[src/csfc_regs.svh]
`ifndef CSFC_REGS_SVH
`define CSFC_REGS_SVH
`define CSFC_OFS_FORCE 8'h0C
`define CSFC_OFS_CTRL 8'h10
`define CSFC_CTRL_RESET 32'h00000000
`define CSFC_CTRL_MASK 32'h000000F7
`define CSFC_B_RETEST 14
`define CSFC_B_YY 13
`define CSFC_B_XX 12
`define CSFC_B_THREE 11
`define CSFC_B_FIVE 10
`define CSFC_B_BAD 9
`define CSFC_B_LOST 8
`define CSFC_B_UNKNOWN 7
`define CSFC_B_WIDE 5
`define CSFC_B_NARROW 4
`define CSFC_B_PWR 3
`define CSFC_B_DET2 2
`define CSFC_B_DET1 1
`define CSFC_B_STS 0
`define CSFC_B_POLICY 7
`define CSFC_F_VCC_HI 6
`define CSFC_F_VCC_LO 4
`define CSFC_F_VPP_HI 2
`define CSFC_F_VPP_LO 0
`define CSFC_V_OFF 3'h0
`define CSFC_V_12V 3'h1
`define CSFC_V_5V 3'h2
`define CSFC_V_3V3 3'h3
`define CSFC_V_XX 3'h4
`define CSFC_V_YY 3'h5
`endif

[src/csfc_pkg.sv]
`include "csfc_regs.svh"
package csfc_pkg;
  typedef struct packed {
    logic yyVoltCapable;
    logic xxVoltCapable;
    logic threeVoltCapable;
    logic fiveVoltCapable;
  } csfc_caps_t;

  typedef struct packed {
    logic write;
    csfc_caps_t caps;
    logic badSupplyRequestFlag;
    logic lostWriteFlag;
    logic unknownCardFlag;
    logic wideCardFlag;
    logic narrowCardFlag;
  } csfc_status_force_t;

  typedef struct packed {
    logic write;
    logic powerChangeEvent;
    logic detectTwoEvent;
    logic detectOneEvent;
    logic statusChangeEvent;
  } csfc_event_force_t;

  typedef struct packed {
    logic [31:0] readData;
    logic clockStopPolicy;
    logic [2:0] cardSupplyRequest;
    logic [2:0] programSupplyRequest;
    logic powerCtrlDisabled;
    logic [2:0] cardSupplyOut;
    logic [2:0] programSupplyOut;
    logic badReqPulse;
  } csfc_state_t;

  // Card supply codes 001, 110 and 111 request nothing.
  function automatic logic vccCodeKnown(input logic [2:0] code);
    case (code)
      `CSFC_V_OFF, `CSFC_V_5V, `CSFC_V_3V3, `CSFC_V_XX, `CSFC_V_YY: begin
        vccCodeKnown = 1'b1;
      end
      default: begin
        vccCodeKnown = 1'b0;
      end
    endcase
  endfunction : vccCodeKnown

  function automatic logic vppCodeKnown(input logic [2:0] code);
    vppCodeKnown = (code <= `CSFC_V_YY);
  endfunction : vppCodeKnown

  function automatic logic vccFitsCaps(input logic [2:0] code,
                                       input csfc_caps_t caps);
    case (code)
      `CSFC_V_OFF: vccFitsCaps = 1'b1;
      `CSFC_V_5V: vccFitsCaps = caps.fiveVoltCapable;
      `CSFC_V_3V3: vccFitsCaps = caps.threeVoltCapable;
      `CSFC_V_XX: vccFitsCaps = caps.xxVoltCapable;
      `CSFC_V_YY: vccFitsCaps = caps.yyVoltCapable;
      default: vccFitsCaps = 1'b0;
    endcase
  endfunction : vccFitsCaps
endpackage : csfc_pkg

[src/csfc_top.sv]
// Decided for this implementation: the plain strobed port.
`timescale 1ns/1ps
`include "csfc_regs.svh"
module csfc_top
  import csfc_pkg::*;
#(
  parameter int ADDR_W = 8
) (
  input wire logic clk,
  input wire logic resetn,
  input wire logic [ADDR_W-1:0] regAddr,
  input wire logic [31:0] regWdata,
  input wire logic regWrite,
  input wire logic regRead,
  output logic [31:0] regRdata,
  input wire csfc_caps_t cardCaps,
  input wire logic wideCardPresent,
  input wire logic socketIdle,
  input wire logic hostClockStopping,
  output csfc_status_force_t statusForce,
  output csfc_event_force_t eventForce,
  output logic retestStrobe,
  output logic powerCtrlEnabled,
  output logic [2:0] cardSupplyOut,
  output logic [2:0] programSupplyOut,
  output logic badSupplyRequestSet,
  output logic cardClockStopAllowed
);
  if (ADDR_W < 5) begin : g_addr_check
    $error("csfc_top: ADDR_W too small for the register map");
  end

  csfc_state_t stReg;
  csfc_state_t stNext;
  logic forceWr;
  logic ctrlWr;
  logic ctrlRd;
  logic capsForced;
  logic retestWr;
  logic cardAllowed;
  logic programAllowed;
  logic [2:0] wrVcc;

  // Decode of the two mapped words; every other address reads zero.
  assign forceWr = regWrite &&
                   (regAddr == ADDR_W'(`CSFC_OFS_FORCE));
  assign ctrlWr = regWrite &&
                  (regAddr == ADDR_W'(`CSFC_OFS_CTRL));
  assign ctrlRd = regRead &&
                  (regAddr == ADDR_W'(`CSFC_OFS_CTRL));
  assign wrVcc = regWdata[`CSFC_F_VCC_HI:`CSFC_F_VCC_LO];
  assign retestWr = forceWr && regWdata[`CSFC_B_RETEST];
  assign capsForced = forceWr &&
                      (regWdata[`CSFC_B_YY:`CSFC_B_FIVE] != 4'h0);

  // Override writes reach the status and event registers in the write
  // cycle itself, so these strobes are combinational.
  always_comb begin
    statusForce.write = forceWr;
    statusForce.caps.yyVoltCapable = regWdata[`CSFC_B_YY];
    statusForce.caps.xxVoltCapable = regWdata[`CSFC_B_XX];
    statusForce.caps.threeVoltCapable = regWdata[`CSFC_B_THREE];
    statusForce.caps.fiveVoltCapable = regWdata[`CSFC_B_FIVE];
    statusForce.badSupplyRequestFlag = regWdata[`CSFC_B_BAD];
    statusForce.lostWriteFlag = regWdata[`CSFC_B_LOST];
    statusForce.unknownCardFlag = regWdata[`CSFC_B_UNKNOWN];
    statusForce.wideCardFlag = regWdata[`CSFC_B_WIDE];
    statusForce.narrowCardFlag = regWdata[`CSFC_B_NARROW];
    eventForce.write = forceWr;
    eventForce.powerChangeEvent = regWdata[`CSFC_B_PWR];
    eventForce.detectTwoEvent = regWdata[`CSFC_B_DET2];
    eventForce.detectOneEvent = regWdata[`CSFC_B_DET1];
    eventForce.statusChangeEvent = regWdata[`CSFC_B_STS];
  end

  assign retestStrobe = retestWr;

  csfc_supply_decode u_decode (
    .cardCode(stReg.cardSupplyRequest),
    .programCode(stReg.programSupplyRequest),
    .caps(cardCaps),
    .wideCard(wideCardPresent),
    .cardAllowed(cardAllowed),
    .programAllowed(programAllowed)
  );

  csfc_clkstop_gate u_clkstop (
    .clk(clk),
    .resetn(resetn),
    .socketIdle(socketIdle),
    .hostClockStopping(hostClockStopping),
    .clockStopPolicy(stReg.clockStopPolicy),
    .stopAllowed(cardClockStopAllowed)
  );

  always_comb begin
    stNext = stReg;
    stNext.readData = '0;
    stNext.badReqPulse = 1'b0;
    if (ctrlWr) begin
      // Only bits 7 to 4 and 2 to 0 are stored; the rest is dropped.
      stNext.clockStopPolicy = regWdata[`CSFC_B_POLICY];
      stNext.cardSupplyRequest = wrVcc;
      stNext.programSupplyRequest =
        regWdata[`CSFC_F_VPP_HI:`CSFC_F_VPP_LO];
      stNext.badReqPulse = !vccCodeKnown(wrVcc) ||
        (wideCardPresent && !vccFitsCaps(wrVcc, cardCaps));
    end
    // A retest in the same write as forced capabilities wins, since the
    // fresh interrogation replaces the forced values.
    if (capsForced) begin
      stNext.powerCtrlDisabled = 1'b1;
    end
    if (retestWr) begin
      stNext.powerCtrlDisabled = 1'b0;
    end
    // While power control is disabled the switch keeps its last setting.
    if (!stReg.powerCtrlDisabled) begin
      stNext.cardSupplyOut = cardAllowed ?
        stReg.cardSupplyRequest : `CSFC_V_OFF;
      stNext.programSupplyOut = programAllowed ?
        stReg.programSupplyRequest : `CSFC_V_OFF;
    end
    // The override word is write only and reads all zero.
    if (ctrlRd) begin
      stNext.readData[`CSFC_B_POLICY] = stReg.clockStopPolicy;
      stNext.readData[`CSFC_F_VCC_HI:`CSFC_F_VCC_LO] =
        stReg.cardSupplyRequest;
      stNext.readData[`CSFC_F_VPP_HI:`CSFC_F_VPP_LO] =
        stReg.programSupplyRequest;
    end
  end

  always_ff @(posedge clk) begin
    if (!resetn) begin
      stReg <= '0;
    end else begin
      stReg <= stNext;
    end
  end

  assign regRdata = stReg.readData;
  assign powerCtrlEnabled = !stReg.powerCtrlDisabled;
  assign cardSupplyOut = stReg.cardSupplyOut;
  assign programSupplyOut = stReg.programSupplyOut;
  assign badSupplyRequestSet = stReg.badReqPulse;
endmodule : csfc_top

[src/csfc_supply_decode.sv]
`timescale 1ns/1ps
module csfc_supply_decode
  import csfc_pkg::*;
(
  input wire logic [2:0] cardCode,
  input wire logic [2:0] programCode,
  input wire csfc_caps_t caps,
  input wire logic wideCard,
  output logic cardAllowed,
  output logic programAllowed
);
  always_comb begin
    cardAllowed = vccCodeKnown(cardCode) &&
                  (!wideCard || vccFitsCaps(cardCode, caps));
    programAllowed = vppCodeKnown(programCode);
  end
endmodule : csfc_supply_decode

[src/csfc_clkstop_gate.sv]
`timescale 1ns/1ps
module csfc_clkstop_gate (
  input wire logic clk,
  input wire logic resetn,
  input wire logic socketIdle,
  input wire logic hostClockStopping,
  input wire logic clockStopPolicy,
  output logic stopAllowed
);
  logic stop_reg;
  logic stop_next;

  always_comb begin
    stop_next = socketIdle && (clockStopPolicy || hostClockStopping);
  end

  always_ff @(posedge clk) begin
    if (!resetn) begin
      stop_reg <= 1'b0;
    end else begin
      stop_reg <= stop_next;
    end
  end

  assign stopAllowed = stop_reg;
endmodule : csfc_clkstop_gate

[config.mk]
export PLATFORM = sky130hd
export DESIGN_NAME = csfc_top
export DESIGN_NICKNAME = d
export VERILOG_FILES = /design/src/csfc_pkg.sv /design/src/csfc_top.sv /design/src/csfc_supply_decode.sv /design/src/csfc_clkstop_gate.sv
export VERILOG_INCLUDE_DIRS = /design/src
export SDC_FILE = /design/constraint.sdc
export NUM_CORES = 1
export LEC_CHECK = 0
export ABC_AREA = 1
export BUFFER_PORTS_ARGS = -buffer_cell sky130_fd_sc_hd__buf_2
export CAP_MARGIN = 20
export CORE_UTILIZATION = 41
export CTS_BUF_LIST = sky130_fd_sc_hd__clkbuf_4 sky130_fd_sc_hd__clkbuf_8
export DETAILED_ROUTE_END_ITERATION = 12
export MAX_ROUTING_LAYER = met4
export PLACE_DENSITY = 0.89
export SYNTH_ARGS = -nofsm -noshare
export SYNTH_HDL_FRONTEND = slang
export SYNTH_SLANG_ARGS = --single-unit
[constraint.sdc]
create_clock -name clk -period 1.06 [get_ports clk]
set_input_delay 0.159 -clock clk [delete_from_list [all_inputs] [get_ports clk]]
set_output_delay 0.159 -clock clk [all_outputs]
set_load 0.005 [all_outputs]
======== Word-level counts from Yosys, hierarchy flattened ========
Cells that the tools add are included.
operators by class
  order comparisons ....................... 1
  shifts and indexed selects .............. 0
  mux-type cells .......................... 8
  bitwise operators ....................... 1
  reductions and logical operators ........ 23
  $add $sub $neg .......................... 0
  equality and inequality tests ........... 10
  div/mod/pow operators ................... 0
  $mul .................................... 0
operators by type and width
  kind                count
  $eq 3x2->1 const B  4
  $eq 3x3->1 const B  4
  $pmux 1 s5          2
  $reduce_or 5->1     2
  $eq 8x4->1 const B  1
  $eq 8x5->1 const B  1
  $logic_and 1x1->1   8
  $logic_not 3->1     2
  $mux 3              2
  $logic_not 1->1     4
  $mux 1              4
  $reduce_and 2->1    2
  $reduce_bool 4->1   1
  $le 3x3->1 const B  1
  $logic_or 1x1->1    3
  $reduce_or 2->1     1
  $not 1->1           1
storage, ports and cells
  output and inout bits ................... 57
  RAM bits ................................ 0
  latch bits .............................. 0
  memory bits (read-only) ................. 0
  bits in registers ....................... 48
  memories ................................ 0
  input bits .............................. 51

======== Logic depth before layout (Yosys ltp) ========
  depth after elaboration ................. 6
  mapped depth ............................ 8

======== Hierarchy ========
A second synthesis with hierarchy kept.
second synthesis, totals
  cell total of the unflattened synthesis .. 219
  area, all modules ....................... 1512.7 um^2
modules (own cells, without submodules)
  module              cells each  instances  sequential area each (um^2)  area an instance (um^2)
  csfc_top            198         1          440.4                        1416.4
  csfc_supply_decode  17          1          0.0                          65.1
  csfc_clkstop_gate   4           1          20.0                         31.3

======== Worst setup path before layout ========
No wires, ideal clock.
  path kind ............................... reg-to-reg
  start ................................... register stReg[13] in the netlist's numbering
  end ..................................... register stReg (netlist bit cardSupplyOut[2])
  arrival ................................. 785 ps
  required time ........................... 941 ps
  setup slack ............................. 156 ps
  stages on the path, launching flop included .. 8
  clock period less this slack ............ 904 ps
  path buffers ............................ 0
  cell sequence ........................... dfxtp_1 -> inv_1 -> nand2_1 -> nand3_1 -> nand2_1 -> nand2_1 -> nand3_1 -> a21oi_1
between the ends
  cells in the longest elaborated chain, start to end .. 5
ends and longest elaborated chain
  item                                           RTL line                                  text
  start, declared                                csfc_top.sv:33                            csfc_state_t stReg;
  start signal, assigned                         csfc_top.sv:138                           stReg <= stNext;
  $eq 3x3->1, or another cell as far along       csfc_pkg.sv:41, csfc_pkg.sv:57
  $pmux 1 s5 or $reduce_or 5->1 (tied branches)  csfc_pkg.sv:57, csfc_pkg.sv:41
  $logic_or 1x1->1 or $mux 1 (tied branches)     csfc_supply_decode.sv:14, csfc_pkg.sv:41
  $logic_and 1x1->1                              csfc_supply_decode.sv:13                  cardAllowed = vccCodeKnown(cardCode) &&
  $mux 3 (no line) (*)                           n/a
Every way passes the cells marked *; elsewhere a longest branch is shown, timed or not.
A chain may end at the register's enable or synchronous reset.

======== Worst setup path after layout ========
  start ................................... input regAddr[0]
  end ..................................... output retestStrobe
between the ends
  cells in the longest elaborated chain, start to end .. 3
ends and longest elaborated chain
  item               RTL line        text
  start, declared    csfc_top.sv:11  input wire logic [ADDR_W-1:0] regAddr,
  $eq 8x4->1         csfc_top.sv:46  (regAddr == ADDR_W'(`CSFC_OFS_FORCE));
  $logic_and 1x1->1  csfc_top.sv:45  assign forceWr = regWrite &&
  $logic_and 1x1->1  csfc_top.sv:52  assign retestWr = forceWr && regWdata[`CSFC_B_RETEST];
  end, declared      csfc_top.sv:22  output logic retestStrobe,
No other way between the ends.

==> insert_results.sql <==
INSERT INTO impl_metrics (metric_group, metric, value, unit) VALUES
('timing', 'setup-tns-final', '-2.46', 'ps'),
('place', 'placement.io_buffers', '59', ''),
('timing', 'fmaxAchievable', '941', 'MHz'),
('logic_synthesis', 'yosys.area_share.xor_xnor', '0', '%'),
('logic_synthesis', 'synth_area_in_compound_gates', '9.58', '%'),
('timing', 'timing.hold.ws', '101', 'ps'),
('place', 'numPlacedInstances', '266', ''),
('global_route', 'grt_first_pass_wirelength', '3.61', 'mm'),
('finish', 'final_util', '48.9', '%'),
('critical_path', 'critical_path.most_common_cell', 'nor2_4', ''),
('outcome', 'violations', 'negative setup slack', ''),
('timing', 'timing.final.crit_share', '100', '%'),
('logic_synthesis', 'synth_area', '1380', 'sq um'),
('place', 'gp_congestion', '0.860', ''),
('timing', 'finalSetupViolCount', '1', ''),
('critical_path', 'cpMaxStageDelayCell', 'nor2_4', ''),
('die', 'die_width', '60.1', 'microns'),
('logic_synthesis', 'synth-seq-area-share', '33.3', '%'),
('logic_synthesis', 'synth-main-ff-cell', 'dfxtp_1', ''),
('clock_tree', 'cts_tree', 'built', ''),
('critical_path', 'cp_max_fo', '3', ''),
('logic_synthesis', 'synth.avg_cell_area', '7.17', 'sq um'),
('timing', 'grt_setup_unrepaired', 'true', ''),
('finish', 'layout-area-overhead-vs-synth', '10.6', '%'),
('logic_synthesis', 'synth_top_family_by_area', 'buffers and inverters', ''),
('global_route', 'pin_count_of_the_biggest_net_entering_global_routing', '13', ''),
('logic_synthesis', 'synth_largest_type_area_fraction', '33.3', '%'),
('power_and_ir_drop', 'total_power', '0.00146', 'W'),
('logic_synthesis', 'syn_inst', '193', ''),
('critical_path', 'timing.reg2reg.setup_slack', '100', 'ps'),
('place', 'dp_hpwl', '1.82', 'mm'),
('logic_synthesis', 'largest_cells_by_area_after_synthesis', 'dfxtp_1 (33%), buf_4 (29%), nor2_1 (8.7%)', ''),
('critical_path', 'critPathBufInv', '4', ''),
('logic_synthesis', 'synthesis_stage_register_bit_count', '23', ''),
('logic_synthesis', 'yosysUniqueCellTypes', '19', ''),
('outcome', 'status', 'complete, but fails checks', ''),
('timing', 'final.setup_skew', '4.90', 'ps'),
('clock_tree', 'clockRootBuffer', 'clkbuf_4', ''),
('clock_tree', 'cts_made_buffers', '3', ''),
('timing', 'setup_slack', '-2.46', 'ps'),
('critical_path', 'critPathKind', 'in -> out', ''),
('finish', 'fin_nets', '281', ''),
('routing', 'dr_total_vias', '1119', ''),
('die', 'start_util', '44.2', '%'),
('global_route', 'globalRoute.totalOverflow', '0', ''),
('logic_synthesis', 'number_of_enable_flip_flop_cells_after_synthesis', '0', ''),
('critical_path', 'critical-path-max-stage-delay', '120', 'ps'),
('logic_synthesis', 'number_of_warning_messages_in_the_yosys_log', '0', ''),
('finish', 'num_antenna_cells', '0', ''),
('timing', 'final-max-slew-violation-count', '0', ''),
('timing', 'hold_viol', '0', ''),
('routing', 'drc', '0', ''),
('global_route', 'antenna_found_initial', '0', ''),
('logic_synthesis', 'post_synth_and_or_nand_nor_area_fraction', '20.8', '%'),
('critical_path', 'setup.worst_path.start_class', 'input port', ''),
('finish', 'instances_no_fill', '273', ''),
('clock_tree', 'max-clock-path-buffers', '2', ''),
('logic_synthesis', 'commonest_cells_in_the_netlist', 'buf_4 (53), nor2_1 (32), dfxtp_1 (23)', ''),
('clock_tree', 'path_clk_slew', '110', 'ps'),
('critical_path', 'critical_path.endpoint_type', 'output pin', ''),
('clock_tree', 'clock_insertion_delay_worst_skew', '290', 'ps'),
('timing', 'final.min_clock_period', '1060', 'ps'),
('power_and_ir_drop', 'power.density', '955', 'nW/um^2'),
('power_and_ir_drop', 'p_leak', '0.826', 'nW'),
('routing', 'avgRoutedWirePerCell', '8.62', 'microns'),
('critical_path', 'crit_chain', 'buf_6 -> nor2_4 -> nand2_2 -> nor2_4 -> inv_2 -> nor2_4 -> nand2_2 -> inv_2 -> buf_6', ''),
('finish', 'proportion_of_layout_cells_with_a_drive_suffix_above_1', '36.7', '%'),
('global_route', 'grt_use_total', '13.6', '%'),
('clock_tree', 'cts.htree.levels', '1', ''),
('routing', 'detail_route.wirelength', '2.35', 'mm'),
('global_route', 'number_of_global_route_vias_before_repair', '919', '');
cells by family after synthesis:
group	Yosys count
other	1
and+or+nand+nor	65
DFF	23
buffers and inverters	78
AOI/OAI and AO/OA	26
power by group:
group	switching (W)	internal [W]	total, W
combinational	0.000106	0.0000898	0.000195
sequential	0.00000110	0.000864	0.000865
clock	0.000229	0.000172	0.000401
total	0.000335	0.00113	0.00146
layout make-up:
class,count,area [sq um]
inverter,23,91.3
sequential,23,465
clock buffer,4,30.0
multi-input combinational,116,538
timing repair buffer,63,350
fill,331,1600
tap,44,55.1
state kept, by name, indices dropped and copies added, names as in the netlist:
signal                 cells
cardSupplyOut              3
badSupplyRequestSet        1
stReg                      8
programSupplyOut           3
u_clkstop.stopAllowed      1
regRdata                   7
routing by layer:
metal	share of wire, %	GRT usage (%)
met4	1.3	6.64
met2	51	22.9
met1	43	15.6
met5	0	-
met3	4.8	2.38
layout by cell type, fill, tap and decap left out:
cell type / Yosys / final
nand2_1: 22 / 20
buf_4: 53 / 4
dfxtp_4: 0 / 1
buf_6: 0 / 4
nand2_2: 0 / 2
nand3_1: 4 / 4
a21oi_2: 0 / 1
nor2_1: 32 / 30
o21bai_1: 1 / 1
buf_2: 2 / 55
inv_2: 1 / 4
and3_2: 1 / 1
nand4_1: 1 / 1
clkbuf_4: 0 / 4
conb_1: 1 / 25
nor2_4: 2 / 4
nor3_1: 1 / 1
nand4_2: 1 / 1
dfxtp_2: 0 / 1
nand2_4: 1 / 1
o21ai_0: 16 / 16
a21oi_1: 9 / 8
dfxtp_1: 23 / 21
inv_1: 21 / 18
clkinv_4: 1 / 1
through the flow:
| stage | worst slack, ps | area [sq um] |
|---|---|---|
| after detailed placement | -70.0 | 1420 |
| after floorplan | 156 | 1470 |
| after global placement | -68.1 | 1420 |
| final | -2.46 | 1530 |
| after CTS | -12.2 | 1490 |
| after global routing | -61.6 | 1530 |
final timing paths:
| path | start | endpoint | depth (start not counted) |
|---|---|---|---|
| hold reg to reg | stReg[14] | regRdata[7] | 2 |
| setup reg to reg | stReg[12] | cardSupplyOut[2] | 6 |
| setup / recovery | regAddr[0] | retestStrobe | 9 |
| hold / removal | socketIdle | u_clkstop.stopAllowed | 3 |
worst min-delay path, delay by kind of cell:
| family | cells | cell delay [ps] |
|---|---|---|
| simple gates | 1 | 40 |
| compound gates | 1 | 60 |
| buf+inv | 1 | 90 |
repair_timing:
item,CTS,global route
buffers inserted,3,0
resized for setup,5,12
pin swaps,2,5
hold buffers,0,0
setup endpoints to repair,3,7
Power figures use the tool's default switching activity.
